===== src/sq_mf_consts.svh =====
/*
  Constants of the S/Q multiframe block: frame positions, timing counts.
  Assumes a 100 MHz system clock and a 4 kHz S-frame rate.
*/
`ifndef SQ_MF_CONSTS_SVH
`define SQ_MF_CONSTS_SVH

// Clock and frame rates as figures
`define CLOCK_HZ        100000000
`define FRAME_RATE_HZ   4000
// Cycles per S-frame derived from the rates
`define FRAME_CYCLES    (`CLOCK_HZ / `FRAME_RATE_HZ)
// Trigger counts as present while seen within this many frames
`define TRIG_HOLD_FRAMES 2

// Multiframe positions, frame 1 is index 0
`define MF_FIRST_IDX    5'h00
`define MF_LAST_IDX     5'h13
`define MF_FRAMES       5'h14
`define Q_FRAME_1_IDX   5'h00
`define Q_FRAME_2_IDX   5'h05
`define Q_FRAME_3_IDX   5'h0A
`define Q_FRAME_4_IDX   5'h0F

`endif


===== src/sq_mf_pkg.sv =====
/*
  Types of the S/Q multiframe block: state records and tracker states.
  Assumes the constants header is used for all numbers.
*/
package sq_mf_pkg;

   // Terminal-side M-bit tracker states
   typedef enum logic [1:0] {
      TRK_HUNT   = 2'b00,
      TRK_CHECK  = 2'b01,
      TRK_LOCKED = 2'b10
   } trk_state_type;

   // Whole state of the multiframe core
   typedef struct packed {
      logic        trig_d;
      logic [15:0] timer;
      logic [15:0] ext_age;
      logic [4:0]  frame_idx;
      logic        msync_taken;
      logic        msync_val;
      logic        sync_hit;
      logic        frame_start;
      logic        fa;
      logic        m;
      logic        s;
      logic [3:0]  q_bits;
      logic        irq;
      logic        pin_out;
      logic        pin_oe;
      logic        locked;
   } core_state_type;

   // Whole state of the M-bit tracker
   typedef struct packed {
      trk_state_type st;
      logic [4:0]    idx;
      logic [4:0]    cnt;
   } trk_rec_type;

   // Whole state of a two-stage synchroniser
   typedef struct packed {
      logic [1:0] stage;
   } sync_rec_type;

endpackage


===== src/m_track_if.sv =====
/*
  Carrier between the multiframe core and the M-bit tracker.
  Assumes both ends run on the same clock.
*/
`timescale 1ns/1ns
`default_nettype none

interface m_track_if;
   logic m_valid;
   logic m_bit;
   logic locked;

   modport core    (output m_valid, output m_bit, input locked);
   modport tracker (input m_valid, input m_bit, output locked);
endinterface

`default_nettype wire


===== src/pin_sync2.sv =====
/*
  Two-flip-flop synchroniser for one pin level.
  Assumes the pin is asynchronous to clock_i.
*/
`timescale 1ns/1ns
`default_nettype none

module pin_sync2
(
   input  wire logic clock_i,
   input  wire logic rst_b_i,
   input  wire logic pin_i,
   output logic      level_o
);

   sq_mf_pkg::sync_rec_type state_ff;
   sq_mf_pkg::sync_rec_type nxt_state;

   // Shift the pin through two stages, only the second is read
   always_comb
   begin
      nxt_state.stage = {state_ff.stage[0], pin_i};
   end

   always_ff @(posedge clock_i or negedge rst_b_i)
   begin
      if (!rst_b_i)
         state_ff <= '0;
      else
         state_ff <= nxt_state;
   end

   assign level_o = state_ff.stage[1];

endmodule

`default_nettype wire


===== src/m_bit_tracker.sv =====
/*
  Terminal-side multiframe lock on the received M bit.
  Assumes one m_valid pulse per received S-frame.
*/
`timescale 1ns/1ns
`default_nettype none
`include "sq_mf_consts.svh"

module m_bit_tracker
(
   input  wire logic clock_i,
   input  wire logic rst_b_i,
   m_track_if.tracker trk
);

   sq_mf_pkg::trk_rec_type state_ff;
   sq_mf_pkg::trk_rec_type nxt_state;
   logic                   m_expect;

   assign m_expect = (state_ff.idx == `MF_FIRST_IDX);

   // Lock after a full run of correct M bits from frame 1, drop on mismatch
   always_comb
   begin
      nxt_state = state_ff;
      if (trk.m_valid)
      begin
         case (state_ff.st)
            sq_mf_pkg::TRK_HUNT:
            begin
               if (trk.m_bit)
               begin
                  nxt_state.st  = sq_mf_pkg::TRK_CHECK;
                  nxt_state.idx = 5'h01;
                  nxt_state.cnt = 5'h01;
               end
            end
            sq_mf_pkg::TRK_CHECK, sq_mf_pkg::TRK_LOCKED:
            begin
               if (trk.m_bit == m_expect)
               begin
                  nxt_state.idx = (state_ff.idx == `MF_LAST_IDX) ? `MF_FIRST_IDX : state_ff.idx + 5'h01;
                  if (state_ff.st == sq_mf_pkg::TRK_CHECK)
                  begin
                     nxt_state.cnt = state_ff.cnt + 5'h01;
                     if (state_ff.cnt + 5'h01 == `MF_FRAMES)
                        nxt_state.st = sq_mf_pkg::TRK_LOCKED;
                  end
               end
               else
               begin
                  // A stray one restarts the count as a new frame 1
                  nxt_state.st  = trk.m_bit ? sq_mf_pkg::TRK_CHECK : sq_mf_pkg::TRK_HUNT;
                  nxt_state.idx = 5'h01;
                  nxt_state.cnt = 5'h01;
               end
            end
            default:
               nxt_state.st = sq_mf_pkg::TRK_HUNT;
         endcase
      end
   end

   always_ff @(posedge clock_i or negedge rst_b_i)
   begin
      if (!rst_b_i)
         state_ff <= '0;
      else
         state_ff <= nxt_state;
   end

   assign trk.locked = (state_ff.st == sq_mf_pkg::TRK_LOCKED);
endmodule

`default_nettype wire


===== src/s_q_multiframe_sync.sv =====
/*
  S/Q multiframe generation and capture for the network side of the S/T line,
  with external frame trigger, external multiframe reset and terminal M-bit pin.
  Assumes the line framer supplies frame-aligned receive strobes on clock_i and
  sends the F-A, M and S bits presented here at each S-frame start.
*/
// Notes on behaviour
// - F-A one in frames 1,6,11,16; M frame 1
// - Twenty-frame count; other S/Q positions zero
// - Capture upstream Q bits into receive register
// - Any Q bit change raises change interrupt
// - Send four S bits in frames 1,6,11,16
// - Disable bit stops multiframe structure
// - 4 kHz trigger input starts each frame
// - Trigger idle low: internal frame timing
// - Sample sync at trigger fall or start
// - Sampled sync one resets to frame 1
// - Sync low: count twenty frames, wrap
// - Sync held high holds counter at frame 1
// - One low frame reaches frame 2, M zero
// - Terminal mode: M bit on sync pin with echo
// - Terminal lock after twenty correct M bits
`timescale 1ns/1ns
`default_nettype none
`include "sq_mf_consts.svh"

module s_q_multiframe_sync
#(
   parameter int FRAME_CYCLES = `FRAME_CYCLES
)
(
   input  wire logic       clock_i,
   input  wire logic       rst_b_i,
   input  wire logic       terminal_mode_i,
   input  wire logic       multiframe_disable_i,
   input  wire logic [3:0] sq_transmit_reg_i,
   input  wire logic       frame_trigger_in_i,
   input  wire logic       multiframe_sync_pin_i,
   input  wire logic       rx_fa_valid_i,
   input  wire logic       rx_fa_bit_i,
   input  wire logic       rx_m_valid_i,
   input  wire logic       rx_m_bit_i,
   input  wire logic       rx_echo_valid_i,
   input  wire logic       rx_echo_bit_i,
   output logic            frame_start_o,
   output logic [4:0]      frame_index_o,
   output logic            tx_fa_bit_o,
   output logic            tx_m_bit_o,
   output logic            tx_s_bit_o,
   output logic [3:0]      sq_receive_reg_o,
   output logic            indicate_or_sq_change_irq_o,
   output logic            multiframe_locked_o,
   output logic            multiframe_sync_pin_o,
   output logic            multiframe_sync_pin_oe_o
);

   localparam logic [15:0] FRAME_LAST = 16'(FRAME_CYCLES - 1);
   localparam logic [15:0] TRIG_HOLD  = 16'(`TRIG_HOLD_FRAMES * FRAME_CYCLES);

   sq_mf_pkg::core_state_type state_ff;
   sq_mf_pkg::core_state_type nxt_state;
   logic                      trig_level;
   logic                      msync_level;
   logic                      trig_rise;
   logic                      trig_fall;
   logic                      timer_wrap;
   logic                      ext_active;
   logic                      start;
   logic                      msync_now;
   logic                      gen_on;
   logic [4:0]                new_idx;

   m_track_if trk_bus ();

   // Pin levels enter through two flip-flops each
   pin_sync2 u_trig_sync
   (
      .clock_i (clock_i),
      .rst_b_i (rst_b_i),
      .pin_i   (frame_trigger_in_i),
      .level_o (trig_level)
   );

   pin_sync2 u_msync_sync
   (
      .clock_i (clock_i),
      .rst_b_i (rst_b_i),
      .pin_i   (multiframe_sync_pin_i),
      .level_o (msync_level)
   );

   // Terminal-side multiframe lock
   m_bit_tracker u_tracker
   (
      .clock_i (clock_i),
      .rst_b_i (rst_b_i),
      .trk     (trk_bus.tracker)
   );

   assign trk_bus.m_valid = rx_m_valid_i & terminal_mode_i;
   assign trk_bus.m_bit   = rx_m_bit_i;

   // Slot of a Q/S frame within the multiframe
   function automatic logic is_q_frame(input logic [4:0] idx);
      is_q_frame = (idx == `Q_FRAME_1_IDX) || (idx == `Q_FRAME_2_IDX) ||
                   (idx == `Q_FRAME_3_IDX) || (idx == `Q_FRAME_4_IDX);
   endfunction

   function automatic logic [1:0] q_slot(input logic [4:0] idx);
      case (idx)
         `Q_FRAME_1_IDX: q_slot = 2'h0;
         `Q_FRAME_2_IDX: q_slot = 2'h1;
         `Q_FRAME_3_IDX: q_slot = 2'h2;
         `Q_FRAME_4_IDX: q_slot = 2'h3;
         default:        q_slot = 2'h0;
      endcase
   endfunction

   // Trigger edges and frame start selection
   assign trig_rise  = trig_level & ~state_ff.trig_d;
   assign trig_fall  = ~trig_level & state_ff.trig_d;
   assign timer_wrap = (state_ff.timer == FRAME_LAST);
   assign ext_active = (state_ff.ext_age != 16'h0000);
   assign start      = trig_rise | (timer_wrap & ~ext_active);
   assign gen_on     = ~multiframe_disable_i & ~terminal_mode_i;
   // Sync value: the one taken at trigger fall, else the level at start
   assign msync_now  = state_ff.msync_taken ? state_ff.msync_val : msync_level;

   // Next multiframe index at a frame start
   always_comb
   begin
      new_idx = state_ff.frame_idx;
      if (!gen_on)
         new_idx = `MF_FIRST_IDX;
      else if (msync_now)
         new_idx = `MF_FIRST_IDX;
      else if (state_ff.frame_idx == `MF_LAST_IDX)
         new_idx = `MF_FIRST_IDX;
      else
         new_idx = state_ff.frame_idx + 5'h01;
   end

   // Whole next state of the core
   always_comb
   begin
      nxt_state             = state_ff;
      nxt_state.trig_d      = trig_level;
      nxt_state.frame_start = start;
      nxt_state.irq         = 1'b0;
      nxt_state.locked      = trk_bus.locked;

      // A trigger rising edge keeps the external timing in charge for two frames
      if (trig_rise)
         nxt_state.ext_age = TRIG_HOLD;
      else if (ext_active)
         nxt_state.ext_age = state_ff.ext_age - 16'h0001;

      // Internal frame timer restarts at every frame start
      if (start || timer_wrap)
         nxt_state.timer = 16'h0000;
      else
         nxt_state.timer = state_ff.timer + 16'h0001;

      // Sync input taken at trigger fall when that comes first
      if (trig_fall && !state_ff.msync_taken)
      begin
         nxt_state.msync_taken = 1'b1;
         nxt_state.msync_val   = msync_level;
      end

      // Frame start: step counter and present the new frame's bits
      if (start)
      begin
         nxt_state.msync_taken = 1'b0;
         nxt_state.sync_hit  = gen_on & msync_now;
         nxt_state.frame_idx = new_idx;
         nxt_state.fa        = gen_on & is_q_frame(new_idx);
         nxt_state.m         = gen_on & (new_idx == `MF_FIRST_IDX);
         nxt_state.s         = gen_on & is_q_frame(new_idx) & sq_transmit_reg_i[q_slot(new_idx)];
      end

      // Upstream Q bits caught in their frames, change flagged
      if (rx_fa_valid_i && gen_on && is_q_frame(state_ff.frame_idx))
      begin
         nxt_state.q_bits[q_slot(state_ff.frame_idx)] = rx_fa_bit_i;
         if (state_ff.q_bits[q_slot(state_ff.frame_idx)] != rx_fa_bit_i)
            nxt_state.irq = 1'b1;
      end

      // Terminal mode drives received M and echo bits on the sync pin
      nxt_state.pin_oe = terminal_mode_i;
      if (terminal_mode_i && rx_m_valid_i)
         nxt_state.pin_out = rx_m_bit_i;
      else if (terminal_mode_i && rx_echo_valid_i)
         nxt_state.pin_out = rx_echo_bit_i;
      else if (!terminal_mode_i)
         nxt_state.pin_out = 1'b0;
   end

   always_ff @(posedge clock_i or negedge rst_b_i)
   begin
      if (!rst_b_i)
         state_ff <= '0;
      else
         state_ff <= nxt_state;
   end

   // Outputs straight from the state record
   assign frame_start_o               = state_ff.frame_start;
   assign frame_index_o               = state_ff.frame_idx;
   assign tx_fa_bit_o                 = state_ff.fa;
   assign tx_m_bit_o                  = state_ff.m;
   assign tx_s_bit_o                  = state_ff.s;
   assign sq_receive_reg_o            = state_ff.q_bits;
   assign indicate_or_sq_change_irq_o = state_ff.irq;
   assign multiframe_locked_o         = state_ff.locked;
   assign multiframe_sync_pin_o       = state_ff.pin_out;
   assign multiframe_sync_pin_oe_o    = state_ff.pin_oe;
endmodule

`default_nettype wire


===== config.mk =====
export PLATFORM = sky130hd
export DESIGN_NAME = s_q_multiframe_sync
export DESIGN_NICKNAME = d
export VERILOG_FILES = /design/src/sq_mf_pkg.sv /design/src/m_track_if.sv /design/src/pin_sync2.sv /design/src/m_bit_tracker.sv /design/src/s_q_multiframe_sync.sv
export VERILOG_INCLUDE_DIRS = /design/src /design/src/src
export SDC_FILE = /design/constraint.sdc
export NUM_CORES = 1
export LEC_CHECK = 0
export ABC_AREA = 1
export BUFFER_PORTS_ARGS = -buffer_cell sky130_fd_sc_hd__buf_4
export CAP_MARGIN = 20
export CORE_UTILIZATION = 35
export CTS_BUF_LIST = sky130_fd_sc_hd__clkbuf_2 sky130_fd_sc_hd__clkbuf_4 sky130_fd_sc_hd__clkbuf_8
export DETAILED_ROUTE_END_ITERATION = 10
export PLACE_DENSITY = 0.59
export SKIP_CTS_REPAIR_TIMING = 1
export SYNTH_ARGS = -nofsm -noshare
export SYNTH_HDL_FRONTEND = slang
export SYNTH_SLANG_ARGS = --single-unit

===== constraint.sdc =====
create_clock -name clock_i -period 4.2 [get_ports clock_i]
set_clock_uncertainty 0.1 [all_clocks]
set_input_delay 0.42 -clock clock_i [delete_from_list [all_inputs] [get_ports clock_i]]
set_output_delay 0.42 -clock clock_i [all_outputs]
set_load 0.01 [all_outputs]

======== Word level (Yosys, flattened, before mapping) ========
Cells that the tools add are included.
storage, ports and cells
  register bits after elaboration ......... 68
  output and inout port bits .............. 17
  word-level logic and storage cells ...... 120
cells by class
  reductions and logical operators ........ 26
  add/subtract/negate cells ............... 5
  $lt $le $gt $ge ......................... 3
  equal/unequal tests ..................... 18
  bitwise logic cells ..................... 14
  multiplexer cells ....................... 34
operators by type and width
  cell                                                                     number
  16-bit two-way mux                                                       3
  5-bit two-way mux                                                        5
  12-bit two-way mux                                                       2
  5-bit by 4-bit equality test with 1-bit output, second input constant    4
  10-bit one-hot mux with 2 select lines                                   1
  16-bit by 1-bit adder with 16-bit output, second input constant          1
  16-bit by 15-bit equality test with 1-bit output, second input constant  1
  16-bit nonzero test                                                      1
  16-bit by 1-bit subtractor with 16-bit output, second input constant     1
  5-bit by 1-bit adder with 5-bit output, second input constant            3
  5-bit equality test, second input constant                               3
  5-bit zero test                                                          3
  2-bit one-hot mux with 3 select lines                                    2
  1-bit two-way mux                                                        11
  5-bit by 3-bit equality test with 1-bit output, second input constant    2
  2-bit two-way mux                                                        5
  1-bit bitwise AND                                                        8
  4-bit AND reduction                                                      2
  1-bit logical OR                                                         7
  1-bit logical AND                                                        6
  2-bit by 3-bit < comparator with 1-bit output, second input constant     2
  3-bit inequality test, second input constant                             2
  2-bit nonzero test                                                       3
  1-bit NOT                                                                5
  other kinds (16)                                                         17

======== Logic depth before layout (Yosys ltp) ========
Gate-level depths: netlist of run 1.
  word-level depth ........................ 11
  depth in mapped cells ................... 14
  mapped depth without buffers ............ 14

======== Cells and area by module ========
A second synthesis of run 1 with hierarchy kept.
unflattened totals
  cell total of the unflattened synthesis .. 498
  area total of the unflattened synthesis .. 4007.6 um^2
by module, submodules not included
  module               cells an instance  area each (um^2)  instances
  s_q_multiframe_sync  392                3110.5            1
  m_bit_tracker        102                797.0             1
  pin_sync2            2                  50.0              2

======== Worst setup path after synthesis of run 1 ========
OpenSTA, ideal clock, no wires.
  kind .................................... register to register
  from .................................... register state_ff (netlist bit frame_index_o[0])
  to ...................................... register state_ff (netlist bit tx_s_bit_o)
  slack ................................... 2155 ps
  cell stages (with the launch flop) ...... 14
  required time ........................... 3984 ps
  arrival time ............................ 1828 ps
  clock period less this slack ............ 2045 ps
  setup time .............................. 116 ps
  cell sequence ........................... dfrtp_1 > ha_1 > nand2_1 > nor2_1 > ha_1 > inv_1 > nand2_1 > a21o_1 > nand2_1 > nand3_1 > nand2_1 > nand2_1 > nand2_1 > nand2_1
between the ends
  word-level cells in the longest chain between the ends .. 10
  elaborated cells between the ends (all ways) .. 18
  those cells by class .................... add/sub (1); eq/ne (4); mux (7); bitwise (2); reduce/logical (4)
ends and longest elaborated chain
  item                                                                                  line                                                    text
  from (decl)                                                                           s_q_multiframe_sync.sv:60                               sq_mf_pkg::core_state_type state_ff;
  from (signal assigned)                                                                s_q_multiframe_sync.sv:205                              state_ff <= nxt_state;
  5-bit by 1-bit adder with 5-bit output / 5-bit equality test (equally long branches)  n/a
  5-bit two-way mux (*)                                                                 s_q_multiframe_sync.sv:137                              else if (state_ff.frame_idx == `MF_LAST_IDX)
  5-bit two-way mux (*)                                                                 s_q_multiframe_sync.sv:135                              else if (msync_now)
  5-bit two-way mux (*)                                                                 s_q_multiframe_sync.sv:133                              if (!gen_on)
  5-bit by 4-bit equality test with 1-bit output (tied with other cells)                s_q_multiframe_sync.sv:110                              case (idx)
  2-bit one-hot mux with 3 select lines / 1-bit logical OR (equally long branches)      s_q_multiframe_sync.sv:110, s_q_multiframe_sync.sv:105
  2-bit two-way mux / 1-bit logical OR (equally long branches)                          s_q_multiframe_sync.sv:172, s_q_multiframe_sync.sv:105
  1-bit binary-select mux with 2-bit select / 1-bit logical OR (equally long branches)  s_q_multiframe_sync.sv:179, s_q_multiframe_sync.sv:105
  1-bit two-way mux (not written as such) / 1-bit bitwise AND (equally long branches)   s_q_multiframe_sync.sv:179                              nxt_state.s = gen_on & is_q_frame(new_idx) & sq_transmit_reg_i[q_slot(new_idx)];
  1-bit bitwise AND (*)                                                                 s_q_multiframe_sync.sv:179
Every way passes the cells marked *; elsewhere a longest branch is shown, timed or not. The select of a mux whose other input is x is not followed.
A chain may end at the register's enable or synchronous reset.

======== Final worst setup path of run 1 ========
Ends and elaborated chain as after synthesis.

==> summary by stage, run 1 <==
Run status
The flow ran to the end, and the final reports show no timing, DRC or antenna violations.

Die
Measured along the x axis, the die boundary spans ~110 um. The area of the die is approximately 12,000 sq um. 33 I/O pins were placed. The core area is 10,800 sq um. The row count is 38. The initial cell density of the core is 0.359.

The floorplan step set the die height to ~110 um.

Power and ir drop
The static power due to leakage is ~2.2 nW. The total power divided by cell area is approximately 400 nW/um^2. The peak ir drop on the vdd network is 0.141 mV.

Finish
In the final layout, the share of cells above drive strength 1 is 0.174. The leading cell type in the layout, fill and taps excluded is sky130_fd_sc_hd__nand2_1. The number of antenna diodes in the final layout is 0. The area growth from synthesis to final layout is 12.5%. In the layout the commonest cells are 91 x sky130_fd_sc_hd__nand2_1, 70 x sky130_fd_sc_hd__inv_1, 68 x sky130_fd_sc_hd__dfrtp_1. The net count of the finished layout is roughly 550.

Logic synthesis
Of the synthesized area, sequential elements account for 0.437. In the synthesized netlist the async set-or-reset flop fraction comes to 1.00. During synthesis, Yosys emitted a total of 0 warnings. Among all flip-flop cells after synthesis, the most frequent one is sky130_fd_sc_hd__dfrtp_1.

Yosys mapped the design onto 40 distinct sky130hd cell types. The post-synthesis net count is between 500 and 600. The register bit total from synthesis is slightly below 70. The synthesized design contains 0 enable-type register cells. The synthesized instance count is between 400 and 500. The cell area after synthesis is between 3000 and 4000 sq um.

A synthesized cell averages approximately 8.1 sq um.

Drt
In the routed design, unresolved DRC markers number 0. The count of nets left with antenna violations once routing finished came out at 0. The initial DRC count is 90. In the detailed route, the total length drawn on met3 is roughly 160 um. Signal routing reaches up to met4.

The detailed-router iteration count before antenna repair is 4. The wire length on met2 is approximately 3600 um. The total length of routed wires is between 7000 and 8000 um. The routed layout has roughly 3,100 vias. The routed length on met1 is 3710 um. After detailed routing, the average wire length per cell comes to ~12 um. Using the TritonRoute via totals, the vias-per-cell ratio works out to roughly 4.7.

Timing
Setup violations remaining at the end of the flow were counted as 0. Of the available clock period, the critical path in the final layout requires 0.533. The worst relative slew slack is 0.415. Static timing analysis puts the maximum clock frequency at about 450 MHz. The minimum clock period after layout is 2.24 ns. The number of endpoints with negative hold slack in the final report is 0.

The transition time of the tightest slew-check pin is 0.878 ns. The final setup TNS is 0 ns. The worst path meets setup with between 1.5 and 2 ns of slack. Setup repair after global routing left no endpoint under its margin.

The max-slew violation count was 0.

Placement
The pre-CTS worst setup slack is roughly 2.0 ns. The count of buffers inserted at the top-level ports is 32. The last weighted congestion value of the routability-driven placer is approximately 0.8.

The HPWL after detailed placement is ~5600 um.

Clock tree
Clock-pin slew was measured on the worst setup and hold paths at approximately 0.080 ns. The number of CTS-inserted buffers is 9. The number of sinks driven by the clock tree is between 60 and 70. In this run the deepest clock path goes through 2 buffers. TritonCTS built the clock tree. The root buffer cell is sky130_fd_sc_hd__clkbuf_8. Clock latency on the worst-skew pair, taken at its later pin, is approximately 0.34 ns. The deepest level of the CTS H-tree is 3.

Worst setup path
For the worst flop-to-flop path, the logic depth is 13. The worst flop-to-flop path endpoint is tx_s_bit_o. The endpoint class of the critical path is a register. For the worst setup path, the data required time is approximately 4.3 ns. The class of the most critical setup path is register to register. The nature of the critical path startpoint is a register. In this run the critical register-to-register path is launched from frame_index_o[0]. STA puts the critical path data arrival time at 2.36 ns.

Of all nets on the critical path, the largest fanout is 10. The worst register-to-register path has a setup slack of between 1.5 and 2 ns.

Global routing
In the global route stage, overall resource usage came out at 0.146. The via count of the first global-routing pass is between 3,000 and 4,000. The maximum number of pins on one net before global-route repair is 69. The first global-routing pass estimated between 10,000 and 15,000 um of wire. The initial antenna violation count is 0. Global routing finished with a remaining overflow of 0.

Worst hold path
The type of the worst min-delay path is primary input to asynchronous set/reset pin.

Job
Across the run, the number of max-cap violations was 0.
-- sequential cells by signal, summed over array words and instances (netlist names), 2 cells and up --
register and cells:
state_ff 35, u_tracker.state_ff 12, frame_index_o 5, sq_receive_reg_o 4
u_msync_sync.state_ff 2, u_trig_sync.state_ff 2
-- cells by family after synthesis --
group,count (synthesis),synth area share
AO/OA/AOI/OAI,58,0.0874
buffers and inverters,87,0.0964
flip-flops,68,0.437
AND/OR/NAND/NOR,245,0.308
XOR/XNOR,9,0.0202
adder cells (fa/ha/maj),16,0.0514
-- power by group --
part | internal, mW | total, mW | switching [mW]
clock network | 0.228 | 0.465 | 0.238
registers | 0.749 | 0.827 | 0.0776
logic | 0.170 | 0.445 | 0.274
-- cell type report --
class | count | area [sq um]
inverter | 76 | 285
sequential | 68 | 1700
multi-input combinational | 328 | 1820
timing repair buffer | 32 | 240
fill | 1120 | 6460
tap | 140 | 175
clock buffer | 11 | 145
clock inverter | 3 | 15.0
-- worst max path at each step --
stage | slack, ns | depth (start not counted) | endpoint | from
6_report | 1.96 | 13 | tx_s_bit_o | frame_index_o[0]
5_1_grt | 1.73 | 14 | tx_s_bit_o | frame_index_o[0]
4_1_cts | 1.96 | 14 | tx_s_bit_o | frame_index_o[0]
3_5_place_dp | 1.97 | 14 | tx_s_bit_o | frame_index_o[0]
3_3_place_gp | 2.03 | 13 | tx_s_bit_o | frame_index_o[0]
2_1_floorplan | 2.16 | 13 | tx_s_bit_o | frame_index_o[0]
-- layer usage --
| metal | up-vias | track usage |
|---|---|---|
| met3 | 7 | 0.0315 |
| met5 | - | 0 |
| met4 | 0 | 0.0528 |
| met1 | 1458 | 0.188 |
| met2 | 33 | 0.239 |
| li1 | 1603 | - |
-- critical path: stages, from the launching register on --
cell	delay (ns)
sky130_fd_sc_hd__dfrtp_1	0.48
sky130_fd_sc_hd__ha_1	0.28
sky130_fd_sc_hd__nand2_1	0.12
sky130_fd_sc_hd__nor2_1	0.06
sky130_fd_sc_hd__ha_1	0.28
sky130_fd_sc_hd__inv_1	0.08
sky130_fd_sc_hd__nor3_4	0.25
sky130_fd_sc_hd__nand3_2	0.14
sky130_fd_sc_hd__nand2_1	0.11
sky130_fd_sc_hd__nor2_1	0.05
sky130_fd_sc_hd__nand2_1	0.05
sky130_fd_sc_hd__nand2_1	0.05
sky130_fd_sc_hd__nand2_1	0.05
sky130_fd_sc_hd__nand2_1	0.04
-- per-stage QoR --
step / util / instance area [sq um] / hold WS (ns) / std cells / total power [mW]
global route: 0.404 / 4380 / 0.0683 / 658 / 1.88
CTS: 0.404 / 4380 / 0.0722 / 658 / 1.77
global placement: 0.389 / 4220 / 0.233 / 644 / 1.27
detailed placement: 0.389 / 4220 / 0.236 / 644 / 1.29
floorplan: - / 3890 / 0.0244 / 483 / 1.16
finish: 0.404 / 4380 / 0.0799 / 658 / 1.74
-- synth_stat cells (3+ instances only) --
master	number	share of area
sky130_fd_sc_hd__xor2_1	7	0.016
sky130_fd_sc_hd__ha_1	16	0.051
sky130_fd_sc_hd__o21ai_1	6	0.0077
sky130_fd_sc_hd__nand3_2	9	0.023
sky130_fd_sc_hd__o21bai_1	4	0.0077
sky130_fd_sc_hd__o21ai_0	19	0.024
sky130_fd_sc_hd__nor4_1	3	0.0048
sky130_fd_sc_hd__nand4_1	10	0.016
sky130_fd_sc_hd__nand2_2	7	0.011
sky130_fd_sc_hd__nor3_1	17	0.022
sky130_fd_sc_hd__inv_1	70	0.067
sky130_fd_sc_hd__nand2_1	91	0.088
sky130_fd_sc_hd__a21oi_1	18	0.023
sky130_fd_sc_hd__dfrtp_1	68	0.44
sky130_fd_sc_hd__inv_2	6	0.0058
sky130_fd_sc_hd__nor2_1	51	0.049
sky130_fd_sc_hd__nor2_2	9	0.014
sky130_fd_sc_hd__buf_4	9	0.017
sky130_fd_sc_hd__nand3_1	34	0.044
No activity file was read; power rests on OpenSTA's default activity.
==> run 2: changes to the inputs <==
clock period = 2.2 ns   (was 4.2 ns; I/O delays follow)
==> run 2 against run 1 <==
- global-route usage rose by 0.38 points
- non-clock buffer count rose by 13
- clock power rose by 130%
- via count rose by 2.5%
- largest power group unchanged
- highest routed layer unchanged
==> summary by stage, run 2 (same netlist as run 1, synthesis figures left out) <==
Clock tree
The number of CTS-inserted buffers is 9 (unchanged). The maximum buffer depth of the clock tree is 2 (unchanged). The insertion delay of the later-clocked pin in the worst-skew pair was 0.34 ns (about the same). The deepest level of the CTS H-tree came to 3 (unchanged).

The number of sinks driven by the clock tree is 68 (unchanged). TritonCTS built the clock tree. The root buffer cell is sky130_fd_sc_hd__clkbuf_8.

The clock transition at the registers of the reported paths is 0.08 ns (about the same).

Timing
The worst relative slew slack is 0.697 (+0.282). The tightest hold margin is 0.0142 ns (-0.0658 ns). The minimum clock period after layout is 2.08 ns (-0.155 ns). The transition time of the tightest slew-check pin is 0.455 ns (-0.423 ns). The number of failing setup endpoints in the final timing report is 0 (unchanged). The final setup TNS is 0 ns (unchanged). Setup repair after global routing could not meet its margin everywhere.

The fraction of the cycle the final worst path needs is 0.947 (+0.414). The max-slew violation count was 0 (unchanged). The fmax is 480 MHz (+7.4%). The number of endpoints with negative hold slack in the final report came to 0 (unchanged).

Finish
The number of flip-flops in the largest register came to 35 (unchanged). The library cells used most frequently in the layout, excluding fill and tap cells, are 91 x sky130_fd_sc_hd__nand2_1, 69 x sky130_fd_sc_hd__inv_1, 68 x sky130_fd_sc_hd__dfrtp_1. The total area of multi-input combinational cells came to 1840 sq um (+1.0%). The final net count is 560 (+2.4%).

The fraction of final layout cells with drive strength greater than 1 is 0.197 (+0.0233). The area of all placed cells without fillers is 4560 sq um (+4.1%). The number of antenna cells inserted is 0 (unchanged). The final-layout fill cell count came to 1,099 (-1.9%). The flip-flop and latch area is 1700 sq um (unchanged).

From synthesis to final layout, the design area changed by 17.0%. The largest register by flop count is state_ff. The leading cell type in the layout, fill and taps excluded is sky130_fd_sc_hd__nand2_1.

Placement
The last weighted congestion value of the routability-driven placer is 0.846 (+6.2%). The instance area at placement is 4270 sq um (+1.2%). The count of buffers inserted at the top-level ports is 32 (unchanged). The HPWL after detailed placement is 5820 um (+3.5%).

Global routing
The leftover overflow at the end of global routing is 0 (unchanged). The wire length of the first global-routing pass is 13,600 um (+1.9%). The global-route usage over all layers is 0.150 (+0.00376). The via count of the first global-routing pass is 3,081 (+1.9%). The maximum number of pins on one net before global-route repair was 35 (-49%). The initial antenna violation count came to 0 (unchanged).

Power and ir drop
The total power divided by cell area is 775 nW/um^2 (+95%). The overall power after layout is 3.53 mW (+100%). The static power due to leakage was 2.24 nW (+3.4%). The peak ir drop on the vdd network came to 0.354 mV (+150%).

Drt
The detailed-route vias per instance came to 4.72 (+0.17%). The post-route antenna net violation count was 0 (unchanged). The total number of vias is 3,177 (+2.5%). The DRC violation count after routing was 0 (unchanged). The detailed-router iteration count before antenna repair is 4 (unchanged). The total length of routed wires is 7720 um (+2.0%).

The initial DRC count is 135 (+50%). The detail-routed net length per standard cell is 11.5 um (-0.32%).

Worst setup path
STA classifies the critical path endpoint as a register. The arrival time of the worst setup path is 2.22 ns (-0.14 ns). STA classifies the critical path startpoint as a register. The largest fanout on the critical path is 4 (-6).

The required time of the critical path came to 2.34 ns (-1.98 ns). By startpoint and endpoint, the worst setup path is classified as register to register.

Run status
The run finished with clean final reports.

Die
The die width is 107 um (unchanged). The initial cell density of the core is 0.359 (unchanged). The core area is 10,800 sq um (unchanged). The row count is 38 (unchanged). The count of pins on the block boundary came to 33 (unchanged). The die boundary height was 107 um (unchanged).

The area of the die came to 11,600 sq um (unchanged).

Job
The number of maximum-capacitance constraint violations is 0 (unchanged).

Worst hold path
The type of the worst min-delay path is primary input to register.
==> run 2: critical path, stage by stage, from the launching register on <==
cell,delay [ns]
sky130_fd_sc_hd__dfrtp_1,0.38
sky130_fd_sc_hd__ha_1,0.23
sky130_fd_sc_hd__nand2_1,0.12
sky130_fd_sc_hd__nor2_1,0.06
sky130_fd_sc_hd__ha_2,0.32
sky130_fd_sc_hd__inv_2,0.05
sky130_fd_sc_hd__nor3_4,0.21
sky130_fd_sc_hd__nand3_2,0.13
sky130_fd_sc_hd__nor2_1,0.12
sky130_fd_sc_hd__nor2_1,0.05
sky130_fd_sc_hd__nand2_1,0.05
sky130_fd_sc_hd__nand2_1,0.05
sky130_fd_sc_hd__nand2_1,0.05
sky130_fd_sc_hd__nand2_1,0.05
==> run 2: stage by stage <==
stage | utilization | setup WS, ns | cells
after floorplan | - | 0.155 | 483
after global placement | 0.394 | 0.151 | 651
after detailed placement | 0.394 | 0.120 | 651
after CTS | 0.414 | 0.113 | 667
after global routing | 0.420 | -0.0135 | 673
final | 0.420 | 0.117 | 673
==> run 2: worst paths after layout <==
kind                                          from                       to  slack, ns  cells past startpoint
setup / recovery                  frame_index_o[0]               tx_s_bit_o       0.12                     13
hold / removal                         rx_fa_bit_i      sq_receive_reg_o[0]       0.01                      3
setup reg to reg                  frame_index_o[0]               tx_s_bit_o       0.12                     13
hold reg to reg            u_trig_sync.state_ff[0]  u_trig_sync.state_ff[1]       0.26                      0
max in group asynchronous                  rst_b_i             state_ff[35]       1.11                      3
min in group asynchronous                  rst_b_i    u_tracker.state_ff[7]       0.28                      2
==> run 2: cell type report <==
class                      instances  area share
multi-input combinational        328       0.403
tap                              140      0.0384
clock buffer                      13      0.0365
timing repair buffer              45      0.0763
sequential                        68       0.373
inverter                          76      0.0626
clock inverter                     3     0.00988
==> run 2: layer usage <==
layer / wire length [um] / up-vias / track usage
li1: - / 1641 / -
met3: 202 / 10 / 0.0424
met5: 0 / - / 0
met1: 3740 / 1488 / 0.182
met2: 3670 / 38 / 0.252
met4: 102 / 0 / 0.0509
==> run 2: power breakdown <==
| part | internal (mW) | total [mW] | switching (mW) |
|---|---|---|---|
| combinational | 0.344 | 0.882 | 0.538 |
| sequential | 1.43 | 1.57 | 0.142 |
| clock | 0.611 | 1.08 | 0.466 |
| total | 2.39 | 3.53 | 1.15 |
